==> config.mk <==
export PLATFORM = sky130hd
export DESIGN_NAME = gpio_port_bank
export DESIGN_NICKNAME = d
export VERILOG_FILES = /design/src/hw/gpio_bank_pkg.sv /design/src/hw/edge_if.sv /design/src/hw/gpio_edge_unit.sv /design/src/hw/gpio_port_bank.sv /design/src/hw/gpio_sync2.sv
export SDC_FILE = /design/constraint.sdc
export NUM_CORES = 2
export LEC_CHECK = 0
export ABC_CLOCK_PERIOD_IN_PS = 4800
export BUFFER_PORTS_ARGS = -buffer_cell sky130_fd_sc_hd__buf_2
export CAP_MARGIN = 20
export CORE_UTILIZATION = 45
export CTS_BUF_LIST = sky130_fd_sc_hd__clkbuf_4
export CTS_CLUSTER_DIAMETER = 120
export DETAILED_ROUTE_END_ITERATION = 8
export PLACE_DENSITY = 0.63
export SYNTH_ARGS = -nofsm -noshare
export SYNTH_HDL_FRONTEND = slang
export SYNTH_SLANG_ARGS = --single-unit
==> constraint.sdc <==
create_clock -name REF_CLK_IN -period 4.8 [get_ports REF_CLK_IN]
set_input_delay 0.96 -clock REF_CLK_IN [delete_from_list [all_inputs] [get_ports REF_CLK_IN]]
set_output_delay 0.96 -clock REF_CLK_IN [all_outputs]
set_load 0.05 [all_outputs]
==> src/hw/gpio_bank_pkg.sv <==
// How it works
// - 48 two-way general pins, split over three port modules of 16.
// - The fourth port has no general pin logic, only peripheral paths.
// - After reset every shareable pin selects the general pin function.
// - After reset output drivers and input buffers stay off until enabled.
// - A direction register holds one bit per pin, input or output.
// - Set, clear and toggle writes change only pins written with one.
// - Ones written to set drive pins high; to clear drive them low.
// - Ones written to toggle invert those pins in a single write.
// - A data register loads the whole output pattern as written.
// - Reading the status register returns the sensed level of each pin with input buffer on and general function; others read zero.
// - Mask-set ones enable pin interrupts; mask-clear ones disable them.
// - Input pins raise interrupts; output pins by software value writes.
// - A per-pin sensitivity bit picks level or edge detection.
// - For edge pins, a second bit picks rising only or both edges.
package gpio_bank_pkg;
  localparam int PORT_W = 16;
  localparam int NUM_PORTS = 3;
  localparam int BANK_W = 48;
  // Register offsets inside one port window of 64 bytes
  localparam logic [5:0] OFF_DATA = 6'h00;
  localparam logic [5:0] OFF_CLEAR = 6'h04;
  localparam logic [5:0] OFF_SET = 6'h08;
  localparam logic [5:0] OFF_TOGGLE = 6'h0c;
  localparam logic [5:0] OFF_MASK = 6'h10;
  localparam logic [5:0] OFF_MASK_CLR = 6'h14;
  localparam logic [5:0] OFF_MASK_SET = 6'h18;
  localparam logic [5:0] OFF_DIR = 6'h1c;
  localparam logic [5:0] OFF_SENS = 6'h20;
  localparam logic [5:0] OFF_BOTH = 6'h24;
  localparam logic [5:0] OFF_INEN = 6'h28;
  localparam logic [5:0] OFF_STATUS = 6'h2c;
  localparam logic [5:0] OFF_FLAG = 6'h30;
  localparam logic [5:0] OFF_FUNC = 6'h34;
  localparam logic [5:0] OFF_LAST = 6'h34;
  localparam logic [1:0] LAST_PORT = 2'h2;
  // Reset value of every control register
  localparam logic [15:0] RST_ZERO = 16'h0000;
  typedef enum logic [1:0] {PH_IDLE, PH_WRITE, PH_READ, PH_RDATA} bus_phase_t;
endpackage

==> src/hw/edge_if.sv <==
`timescale 1ns/1ps
// Signals between the register file and one port's detector
interface edge_if;
  logic [gpio_bank_pkg::PORT_W-1:0] src;
  logic [gpio_bank_pkg::PORT_W-1:0] mask;
  logic [gpio_bank_pkg::PORT_W-1:0] edge_sel;
  logic [gpio_bank_pkg::PORT_W-1:0] both;
  logic [gpio_bank_pkg::PORT_W-1:0] clr;
  logic [gpio_bank_pkg::PORT_W-1:0] flag;
  logic irq;
  modport unit (input src, mask, edge_sel, both, clr, output flag, irq);
  modport ctrl (output src, mask, edge_sel, both, clr, input flag, irq);
endinterface

==> src/hw/gpio_edge_unit.sv <==
`timescale 1ns/1ps
module gpio_edge_unit (
  // Clock and reset
  input wire logic clk_in,
  input wire logic rstn_in,
  // Detector signals
  edge_if.unit eif
);
  import gpio_bank_pkg::*;
  logic [PORT_W-1:0] prev_r, prev_nxt;
  logic [PORT_W-1:0] flag_r, flag_nxt;
  logic [PORT_W-1:0] rise, fall;
  logic irq_r, irq_nxt;

  // Edge capture, sticky flags and the masked request
  always_comb begin
    rise = eif.src & ~prev_r;
    fall = ~eif.src & prev_r;
    prev_nxt = eif.src;
    // A new edge wins over a clear in the same cycle
    flag_nxt = (flag_r & ~eif.clr) |
               (eif.edge_sel & (rise | (eif.both & fall)));
    irq_nxt = |(eif.mask & ((eif.edge_sel & flag_r) |
                            (~eif.edge_sel & eif.src)));
  end

  always_ff @(posedge clk_in) begin
    if (!rstn_in) begin
      prev_r <= RST_ZERO;
      flag_r <= RST_ZERO;
      irq_r <= 1'b0;
    end else begin
      prev_r <= prev_nxt;
      flag_r <= flag_nxt;
      irq_r <= irq_nxt;
    end
  end
  assign eif.flag = flag_r;
  assign eif.irq = irq_r;

  for (genvar i = 0; i < PORT_W; i++) begin : g_chk

  end
endmodule

==> src/hw/gpio_port_bank.sv <==
`timescale 1ns/1ps
module gpio_port_bank (
  // Clock and reset
  input wire logic REF_CLK_IN,
  input wire logic RSTN_IN,
  // AHB-Lite slave
  input wire logic HSEL_IN,
  input wire logic [31:0] HADDR_IN,
  input wire logic [1:0] HTRANS_IN,
  input wire logic HWRITE_IN,
  input wire logic [2:0] HSIZE_IN,
  input wire logic [31:0] HWDATA_IN,
  input wire logic HREADY_IN,
  output logic [31:0] HRDATA_OUT,
  output logic HREADYOUT_OUT,
  output logic HRESP_OUT,
  // General pins of the three port modules
  input wire logic [gpio_bank_pkg::BANK_W-1:0] PIN_IN,
  output logic [gpio_bank_pkg::BANK_W-1:0] PIN_OUT,
  output logic [gpio_bank_pkg::BANK_W-1:0] PIN_OE_OUT,
  // Peripheral side of the shared pins
  input wire logic [gpio_bank_pkg::BANK_W-1:0] PERIPH_OUT_IN,
  input wire logic [gpio_bank_pkg::BANK_W-1:0] PERIPH_OE_IN,
  output logic [gpio_bank_pkg::BANK_W-1:0] PERIPH_IN_OUT,
  // Fourth port, peripheral only
  input wire logic [gpio_bank_pkg::PORT_W-1:0] PJ_PIN_IN,
  output logic [gpio_bank_pkg::PORT_W-1:0] PJ_PIN_OUT,
  output logic [gpio_bank_pkg::PORT_W-1:0] PJ_PIN_OE_OUT,
  input wire logic [gpio_bank_pkg::PORT_W-1:0] PJ_PERIPH_OUT_IN,
  input wire logic [gpio_bank_pkg::PORT_W-1:0] PJ_PERIPH_OE_IN,
  output logic [gpio_bank_pkg::PORT_W-1:0] PJ_PERIPH_IN_OUT,
  // Per-port interrupt requests
  output logic [gpio_bank_pkg::NUM_PORTS-1:0] IRQ_OUT
);
  import gpio_bank_pkg::*;

  typedef logic [PORT_W-1:0] word_t;

  bus_phase_t phase_r, phase_nxt;
  logic [1:0] wp_r, wp_nxt;
  logic [5:0] off_r, off_nxt;
  logic map_r, map_nxt;
  logic [31:0] hrdata_r, hrdata_nxt;
  logic take;
  logic wr_go;
  word_t wd;
  word_t rd_val;

  word_t out_r [NUM_PORTS];
  word_t out_nxt [NUM_PORTS];
  word_t dir_r [NUM_PORTS];
  word_t dir_nxt [NUM_PORTS];
  word_t inen_r [NUM_PORTS];
  word_t inen_nxt [NUM_PORTS];
  word_t mask_r [NUM_PORTS];
  word_t mask_nxt [NUM_PORTS];
  word_t sens_r [NUM_PORTS];
  word_t sens_nxt [NUM_PORTS];
  word_t both_r [NUM_PORTS];
  word_t both_nxt [NUM_PORTS];
  word_t func_r [NUM_PORTS];
  word_t func_nxt [NUM_PORTS];
  word_t clr [NUM_PORTS];
  word_t sync_q [NUM_PORTS];
  word_t sensed [NUM_PORTS];
  word_t src [NUM_PORTS];
  word_t flag [NUM_PORTS];
  logic [NUM_PORTS-1:0] irq;

  logic [BANK_W-1:0] pin_out_r, pin_out_nxt;
  logic [BANK_W-1:0] pin_oe_r, pin_oe_nxt;
  logic [BANK_W-1:0] p_in_r, p_in_nxt;
  logic [PORT_W-1:0] pj_out_r, pj_oe_r, pj_in_r;

  // Mapped register inside one of the three port windows
  function automatic logic reg_ok(input logic [31:0] a);
    return (a[31:8] == 24'h0) && (a[7:6] <= LAST_PORT) &&
           (a[5:0] <= OFF_LAST);
  endfunction

  // Bus phase tracking; reads take one wait state
  always_comb begin
    take = HSEL_IN && HTRANS_IN[1] && HREADY_IN;
    phase_nxt = PH_IDLE;
    wp_nxt = wp_r;
    off_nxt = off_r;
    map_nxt = map_r;
    hrdata_nxt = hrdata_r;
    if (phase_r == PH_READ) begin
      phase_nxt = PH_RDATA;
      hrdata_nxt = {16'h0000, rd_val};
    end else if (take) begin
      phase_nxt = HWRITE_IN ? PH_WRITE : PH_READ;
      wp_nxt = HADDR_IN[7:6];
      off_nxt = HADDR_IN[5:0];
      map_nxt = reg_ok(HADDR_IN);
    end
  end

  always_ff @(posedge REF_CLK_IN) begin
    if (!RSTN_IN) begin
      phase_r <= PH_IDLE;
      wp_r <= 2'h0;
      off_r <= 6'h00;
      map_r <= 1'b0;
      hrdata_r <= 32'h0000_0000;
    end else begin
      phase_r <= phase_nxt;
      wp_r <= wp_nxt;
      off_r <= off_nxt;
      map_r <= map_nxt;
      hrdata_r <= hrdata_nxt;
    end
  end

  assign HREADYOUT_OUT = (phase_r != PH_READ);
  assign HRESP_OUT = 1'b0;
  assign HRDATA_OUT = hrdata_r;
  assign wr_go = (phase_r == PH_WRITE) && map_r;
  assign wd = HWDATA_IN[PORT_W-1:0];

  // Read mux; unmapped addresses read zero
  always_comb begin
    rd_val = RST_ZERO;
    if (map_r) begin
      case (off_r)
        OFF_DATA, OFF_CLEAR, OFF_SET, OFF_TOGGLE: rd_val = out_r[wp_r];
        OFF_MASK, OFF_MASK_CLR, OFF_MASK_SET: rd_val = mask_r[wp_r];
        OFF_DIR: rd_val = dir_r[wp_r];
        OFF_SENS: rd_val = sens_r[wp_r];
        OFF_BOTH: rd_val = both_r[wp_r];
        OFF_INEN: rd_val = inen_r[wp_r];
        OFF_STATUS: rd_val = sensed[wp_r];
        OFF_FLAG: rd_val = flag[wp_r];
        OFF_FUNC: rd_val = func_r[wp_r];
        default: rd_val = RST_ZERO;
      endcase
    end
  end

  // Control registers of the three port modules
  always_comb begin
    for (int p = 0; p < NUM_PORTS; p++) begin
      out_nxt[p] = out_r[p];
      dir_nxt[p] = dir_r[p];
      inen_nxt[p] = inen_r[p];
      mask_nxt[p] = mask_r[p];
      sens_nxt[p] = sens_r[p];
      both_nxt[p] = both_r[p];
      func_nxt[p] = func_r[p];
      clr[p] = RST_ZERO;
      if (wr_go && (wp_r == 2'(p))) begin
        case (off_r)
          OFF_DATA: out_nxt[p] = wd;
          OFF_CLEAR: out_nxt[p] = out_r[p] & ~wd;
          OFF_SET: out_nxt[p] = out_r[p] | wd;
          OFF_TOGGLE: out_nxt[p] = out_r[p] ^ wd;
          OFF_MASK: mask_nxt[p] = wd;
          OFF_MASK_CLR: mask_nxt[p] = mask_r[p] & ~wd;
          OFF_MASK_SET: mask_nxt[p] = mask_r[p] | wd;
          OFF_DIR: dir_nxt[p] = wd;
          OFF_SENS: sens_nxt[p] = wd;
          OFF_BOTH: both_nxt[p] = wd;
          OFF_INEN: inen_nxt[p] = wd;
          OFF_FLAG: clr[p] = wd;
          OFF_FUNC: func_nxt[p] = wd;
          default: ;
        endcase
      end
    end
  end

  // Everything off and general function selected at reset
  always_ff @(posedge REF_CLK_IN) begin
    for (int p = 0; p < NUM_PORTS; p++) begin
      if (!RSTN_IN) begin
        out_r[p] <= RST_ZERO;
        dir_r[p] <= RST_ZERO;
        inen_r[p] <= RST_ZERO;
        mask_r[p] <= RST_ZERO;
        sens_r[p] <= RST_ZERO;
        both_r[p] <= RST_ZERO;
        func_r[p] <= RST_ZERO;
      end else begin
        out_r[p] <= out_nxt[p];
        dir_r[p] <= dir_nxt[p];
        inen_r[p] <= inen_nxt[p];
        mask_r[p] <= mask_nxt[p];
        sens_r[p] <= sens_nxt[p];
        both_r[p] <= both_nxt[p];
        func_r[p] <= func_nxt[p];
      end
    end
  end

  // Sensed levels and interrupt sources per port
  always_comb begin
    for (int p = 0; p < NUM_PORTS; p++) begin
      sensed[p] = sync_q[p] & inen_r[p] & ~func_r[p];
      src[p] = (dir_r[p] & out_r[p]) | (~dir_r[p] & sensed[p]);
    end
  end

  // One synchroniser and detector per port module
  for (genvar p = 0; p < NUM_PORTS; p++) begin : g_port
    edge_if eif ();
    gpio_sync2 u_sync (
      .clk_in(REF_CLK_IN),
      .rstn_in(RSTN_IN),
      .d_in(PIN_IN[p*PORT_W +: PORT_W]),
      .q_out(sync_q[p])
    );
    assign eif.src = src[p];
    assign eif.mask = mask_r[p];
    assign eif.edge_sel = sens_r[p];
    assign eif.both = both_r[p];
    assign eif.clr = clr[p];
    assign flag[p] = eif.flag;
    assign irq[p] = eif.irq;
    gpio_edge_unit u_edge (
      .clk_in(REF_CLK_IN),
      .rstn_in(RSTN_IN),
      .eif(eif)
    );
  end
  assign IRQ_OUT = irq;

  // Pin multiplexer: general function unless the select bit is set
  always_comb begin
    for (int p = 0; p < NUM_PORTS; p++) begin
      for (int b = 0; b < PORT_W; b++) begin
        pin_out_nxt[p*PORT_W+b] = func_r[p][b] ?
          PERIPH_OUT_IN[p*PORT_W+b] : out_r[p][b];
        pin_oe_nxt[p*PORT_W+b] = func_r[p][b] ?
          PERIPH_OE_IN[p*PORT_W+b] : dir_r[p][b];
        p_in_nxt[p*PORT_W+b] = func_r[p][b] & sync_q[p][b];
      end
    end
  end

  always_ff @(posedge REF_CLK_IN) begin
    if (!RSTN_IN) begin
      pin_out_r <= {BANK_W{1'b0}};
      pin_oe_r <= {BANK_W{1'b0}};
      p_in_r <= {BANK_W{1'b0}};
    end else begin
      pin_out_r <= pin_out_nxt;
      pin_oe_r <= pin_oe_nxt;
      p_in_r <= p_in_nxt;
    end
  end
  assign PIN_OUT = pin_out_r;
  assign PIN_OE_OUT = pin_oe_r;
  assign PERIPH_IN_OUT = p_in_r;

  // Fourth port carries peripheral signals only
  always_ff @(posedge REF_CLK_IN) begin
    if (!RSTN_IN) begin
      pj_out_r <= RST_ZERO;
      pj_oe_r <= RST_ZERO;
      pj_in_r <= RST_ZERO;
    end else begin
      pj_out_r <= PJ_PERIPH_OUT_IN;
      pj_oe_r <= PJ_PERIPH_OE_IN;
      pj_in_r <= PJ_PIN_IN;
    end
  end
  assign PJ_PIN_OUT = pj_out_r;
  assign PJ_PIN_OE_OUT = pj_oe_r;
  assign PJ_PERIPH_IN_OUT = pj_in_r;

  // Helper state for the checks below
  logic [1:0] chk_port_r;
  word_t cur_out, chk_out, cur_mask, chk_mask;
  always_ff @(posedge REF_CLK_IN) begin
    chk_port_r <= wp_r;
  end
  assign cur_out = out_r[wp_r];
  assign chk_out = out_r[chk_port_r];
  assign cur_mask = mask_r[wp_r];
  assign chk_mask = mask_r[chk_port_r];
endmodule

==> src/hw/gpio_sync2.sv <==
`timescale 1ns/1ps
module gpio_sync2 (
  // Clock and reset
  input wire logic clk_in,
  input wire logic rstn_in,
  // Pin levels
  input wire logic [gpio_bank_pkg::PORT_W-1:0] d_in,
  output logic [gpio_bank_pkg::PORT_W-1:0] q_out
);
  import gpio_bank_pkg::*;
  logic [PORT_W-1:0] meta_r;
  logic [PORT_W-1:0] q_r;

  // Two flops; only the second reads the first
  always_ff @(posedge clk_in) begin
    if (!rstn_in) begin
      meta_r <= RST_ZERO;
      q_r <= RST_ZERO;
    end else begin
      meta_r <= d_in;
      q_r <= meta_r;
    end
  end
  assign q_out = q_r;
endmodule

======== Yosys cells after proc, flatten, opt, wreduce, memory -nomap -nowiden ========
Memories as Yosys holds them, arrays and structs flattened. A register that Yosys moved wholly into a read port is not among the register bits.
Index checks and enable logic that the tools add are counted.
word-level totals
  register bits after elaboration ......... 414
  RAM bits ................................ 336
  input bits .............................. 266
  output and inout bits ................... 229
  word-level logic and storage cells ...... 414
  memories kept ........................... 7
operators by class
  $lt $le $gt $ge ......................... 3
  eq/ne operators ......................... 18
  muxes and demuxes ....................... 190
  bitwise gates (word level) .............. 153
  reductions and logical operators ........ 17
memory list
  memory           depth  bits a word  read ports  clocked after memory_dff  write ports  RTL line              text
  both_r           3      16           4           1                         3            gpio_port_bank.sv:59  word_t both_r [NUM_PORTS];
  dir_r            3      16           4           1                         3            gpio_port_bank.sv:51  word_t dir_r [NUM_PORTS];
  func_r           3      16           4           1                         3            gpio_port_bank.sv:61  word_t func_r [NUM_PORTS];
  inen_r           3      16           4           1                         3            gpio_port_bank.sv:53  word_t inen_r [NUM_PORTS];
  mask_r           3      16           4           1                         3            gpio_port_bank.sv:55  word_t mask_r [NUM_PORTS];
  out_r            3      16           4           1                         3            gpio_port_bank.sv:49  word_t out_r [NUM_PORTS];
  1 more memories  n/a    n/a          n/a         n/a                       n/a          n/a
operators with widths
  kind                                                                    number
  16-bit two-way mux                                                      66
  16-bit AND                                                              42
  16-bit NOT                                                              19
  16-bit bitwise OR                                                       18
  16-bit case mux with 4 select lines                                     3
  16-bit case mux with 3 select lines                                     3
  16-bit case mux with 9 select lines                                     1
  1-bit two-way mux                                                       98
  16-bit binary-select mux with 2-bit select                              2
  1-bit AND                                                               48
  16-bit OR reduction                                                     3
  16-bit XOR                                                              3
  6-bit equality test (second input constant)                             6
  2-bit two-way mux                                                       17
  6-bit by 5-bit equality test with 1-bit output (second input constant)  4
  24-bit zero test                                                        1
  1-bit bitwise OR                                                        21
  6-bit by 4-bit equality test with 1-bit output (second input constant)  2
  1-bit logical AND                                                       8
  6-bit by 3-bit equality test with 1-bit output (second input constant)  1
  6-bit less-or-equal comparator (second input constant)                  1
  6-bit zero test                                                         1
  2-bit by 1-bit equality test with 1-bit output (second input constant)  2
  2-bit equality test (second input constant)                             2
  9 further kinds                                                         9

======== Logic depth before layout (Yosys ltp) ========
An unclocked memory read counts as a cell.
  depth after elaboration ................. 11
  gate-level depth with buffers ........... 9
  depth with buffers taken out ............ 5

======== By module ========
Synthesis repeated with hierarchy kept, for this count alone.
unflattened totals
  cell total of the unflattened synthesis .. 3905
  area total of the unflattened synthesis .. 35096.2 um2
modules (own cells, without submodules)
  module          instances  cells each  area each (um2)  seq. area each (um2)
  gpio_port_bank  1          3182        27671.5          11150.7
  gpio_edge_unit  3          174         1579.0           660.6
  gpio_sync2      3          67          895.9            640.6

======== Worst setup path before layout ========
Ideal clock, no wire load.
  path type ............................... register -> output
  start ................................... register phase_r[0]
  end ..................................... output port HREADYOUT_OUT
  arrival ................................. 1.320 ns
  data required time ...................... 3.840 ns
  setup slack ............................. 2.520 ns
  cell stages (with the launch flop) ...... 4
  path buffers ............................ 2
  path through ............................ dfxtp_1 nand2b_1 clkbuf_1 clkbuf_1
on the way
  word-level cells in the longest chain between the ends .. 1
RTL lines
  element                 RTL line               text
  start, declared         gpio_port_bank.sv:39   bus_phase_t phase_r, phase_nxt;
  start signal, assigned  gpio_port_bank.sv:108  phase_r <= phase_nxt;
  2-bit != test           gpio_port_bank.sv:116  assign HREADYOUT_OUT = (phase_r != PH_READ);
  end, declared           gpio_port_bank.sv:15   output logic HREADYOUT_OUT,
No other way between the ends.

======== Final worst setup path ========
Same ends and word-level chain as after synthesis.

==> flow_summary.json <==
{
  "rsz0062_at_grt": "no",
  "cts_inserted_buffers": 200,
  "overflow": 0,
  "wl_met2_um": 60200,
  "synthCells": 3846,
  "vias": 31683,
  "drc": 0,
  "area_growth_syn_to_layout_pct": 16.9,
  "htree_levels": 4,
  "antenna_left": 0,
  "gp_congestion": 0.990,
  "cts_root_buffer": "clkbuf_4",
  "path_buf_inv": 2,
  "max_freq_mhz": 292,
  "synth_ff_type": "dfxtp_1",
  "totalWireLength_um": 142000,
  "synth-seq-cells": 752,
  "cts_repair_resize_count": 0,
  "die_w_um": 280,
  "synth_seq_area_share_pct": 43.4,
  "skew_ns": 0.100,
  "postCtsSetupRepairBufs": 0,
  "vias_per_cell": 5.77,
  "std_cell_rows": 101,
  "slew_violations": 0,
  "path_class": "register to primary output",
  "fin_nets": 4688,
  "drv_cap": 0,
  "port_buffers": 457,
  "synthTopCellsByArea": "dfxtp_1 (43%), mux2i_1 (12%), nor2b_1 (5.0%), nand2_1 (5.0%), o21ai_0 (4.1%)",
  "yosysWarnings": 0,
  "initial_core_util_pct": 45.6,
  "synth_top_cell_by_area": "dfxtp_1",
  "outcome": "finished clean",
  "crit_family": "buffers and inverters",
  "p_leak_nw": 14.9,
  "fp.dieArea_mm2": 0.0783,
  "cts_tree": "done",
  "synth_edf_count": 0,
  "setup_viol": 0,
  "syn_area_mm2": 0.0347,
  "pin_count": 495,
  "drt_iter0_markers": 3846,
  "final.setup.tns_ns": 0,
  "synth_top_area_share_pct": 43.4,
  "drive_above_1_share_pct": 19.7,
  "synth_commonest_cells": "dfxtp_1 (752), nand2_1 (463), mux2i_1 (400)",
  "chipHeight_um": 280,
  "tightest_slew_ns": 1.14,
  "insertion_delay_ns": 1.09,
  "maxSlewHeadroom_pct": 23.2,
  "clk_path_buf_depth": 3,
  "synth.most_common_cell": "dfxtp_1",
  "cp.arrival_ns": 2.47,
  "wl_met1_um": 55400,
  "min_period_ns": 3.43,
  "crit_chain": "nand2b_1 > buf_4 > buf_2",
  "grt_antenna_before_repair": 11,
  "grt_pass1_wl_um": 201000,
  "endpoint_kind": "primary output",
  "hold_buffers": 43,
  "cp_max_fo": 21,
  "worstHoldPathType": "primary input to register",
  "cp_slowest_cell": "buf_4",
  "cp_data_required_time_ns": 3.84,
  "start_kind": "register",
  "groute.usage.overall_pct": 35.4,
  "pwr_density_cell_mw_per_mm2": 310,
  "hpwl_um": 97600,
  "fp.coreArea_mm2": 0.0762,
  "report.final.hold_viol_count": 0,
  "top_layer": "met5",
  "fin_crit_sh_pct": 71.4,
  "wl_per_cell_um": 25.8,
  "clock_sinks": 752,
  "synthArstFlopShare_pct": 0,
  "syn_area_per_cell_um2": 9.03,
  "ir_drop_v": 0.000194,
  "fin_util_pct": 53.3,
  "grt_max_degree": 151,
  "met3WireLength_um": 16100,
  "slowest_delay_ns": 0.43,
  "grt_pass1_vias": 29184,
  "firstDrtPassIters": 7,
  "yosys.cell_types.count": 68,
  "cts.clk_slew.worst_paths_ns": 0.07
}
[logic make-up after synthesis]
logic type	Yosys count	share of synthesized area (%)
simple gates	1351	20.7
flops	752	43.4
mux	402	11.6
compound gates	832	15.8
xor+xnor	1	0.0252
buf+inv	411	5.08
fa+ha+maj	96	3.46
other cells	1	0.0108
[layout make-up]
type                    instances  area, um2
flip-flops and latches        752      15100
fillers                      7157      35600
inverters                      94        353
multi-input cells            2699      18000
clock buffers                 280       2100
diodes                          7       17.5
repair buffers                579       3420
well taps                    1030       1290
clock inverters                48        294
[cell usage in the layout (no fill, tap or decap), types with 69 or more instances in the layout]
cell	count
dfxtp_1	749
nand2_1	463
buf_2	456
mux2i_1	400
clkbuf_4	282
o21ai_0	281
nor2b_1	277
and2_1	207
a21boi_0	163
nand3_1	118
ha_1	96
inv_1	94
nor2_1	86
a22oi_1	69
buf_4	69
[worst paths after layout]
kind | startpoint | endpoint | slack (ns) | depth (start not counted)
worst max-delay path | phase_r[0] | HREADYOUT_OUT | 1.37 | 3
worst min-delay path | PIN_IN[27] | g_port[1].u_sync.meta_r[11] | 0.08 | 2
worst max register to register | off_r[2] | sens_r[0][4] | 1.40 | 5
worst min register to register | g_port[1].u_sync.meta_r[5] | g_port[1].u_sync.q_out[5] | 0.38 | 1
[sequential cells by signal (all words and copies together) (netlist names), 6 cells and up, named ones only]
| register | count |
|---|---|
| g_port.u_sync.meta_r | 48 |
| off_r | 6 |
| PJ_PIN_OUT | 16 |
| both_r | 48 |
| g_port.u_edge.eif.flag | 48 |
| PJ_PIN_OE_OUT | 16 |
| dir_r | 48 |
| out_r | 48 |
| sens_r | 48 |
| HRDATA_OUT | 16 |
| g_port.u_sync.q_out | 48 |
| PERIPH_IN_OUT | 48 |
| mask_r | 48 |
| PJ_PERIPH_IN_OUT | 16 |
| func_r | 48 |
| g_port.u_edge.prev_r | 48 |
| PIN_OE_OUT | 48 |
| inen_r | 48 |
| PIN_OUT | 48 |
[per-stage QoR]
step / setup slack (ns) / instance area (um2) / std cells / total power (W) / hold WS, ns
after floorplan: 2.52 / 34800 / 3862 / 0.00689 / 0.412
after global placement: 1.58 / 37700 / 5109 / 0.00718 / 0.414
after detailed placement: 1.54 / 37700 / 5109 / 0.00719 / 0.417
after CTS: 1.35 / 40500 / 5480 / 0.0126 / 0.00100
after global routing: 1.32 / 40600 / 5488 / 0.0130 / 0.0306
final: 1.37 / 40600 / 5489 / 0.0126 / 0.0768
[per-layer routing]
layer  vias up  GRT usage (%)
li1      14373              -
met1     15005           44.6
met2      1877           52.4
met3       418           10.5
met4        10           23.2
met5         -              0
[power breakdown]
| group | leakage (nW) | switching [W] | internal (W) |
|---|---|---|---|
| Sequential | 6.09 | 0.0000605 | 0.00630 |
| Clock | 1.44 | 0.00275 | 0.00274 |
| Combinational | 7.36 | 0.000482 | 0.000254 |
| Total | 14.9 | 0.00329 | 0.00929 |
(Power assumes the default switching activity.)
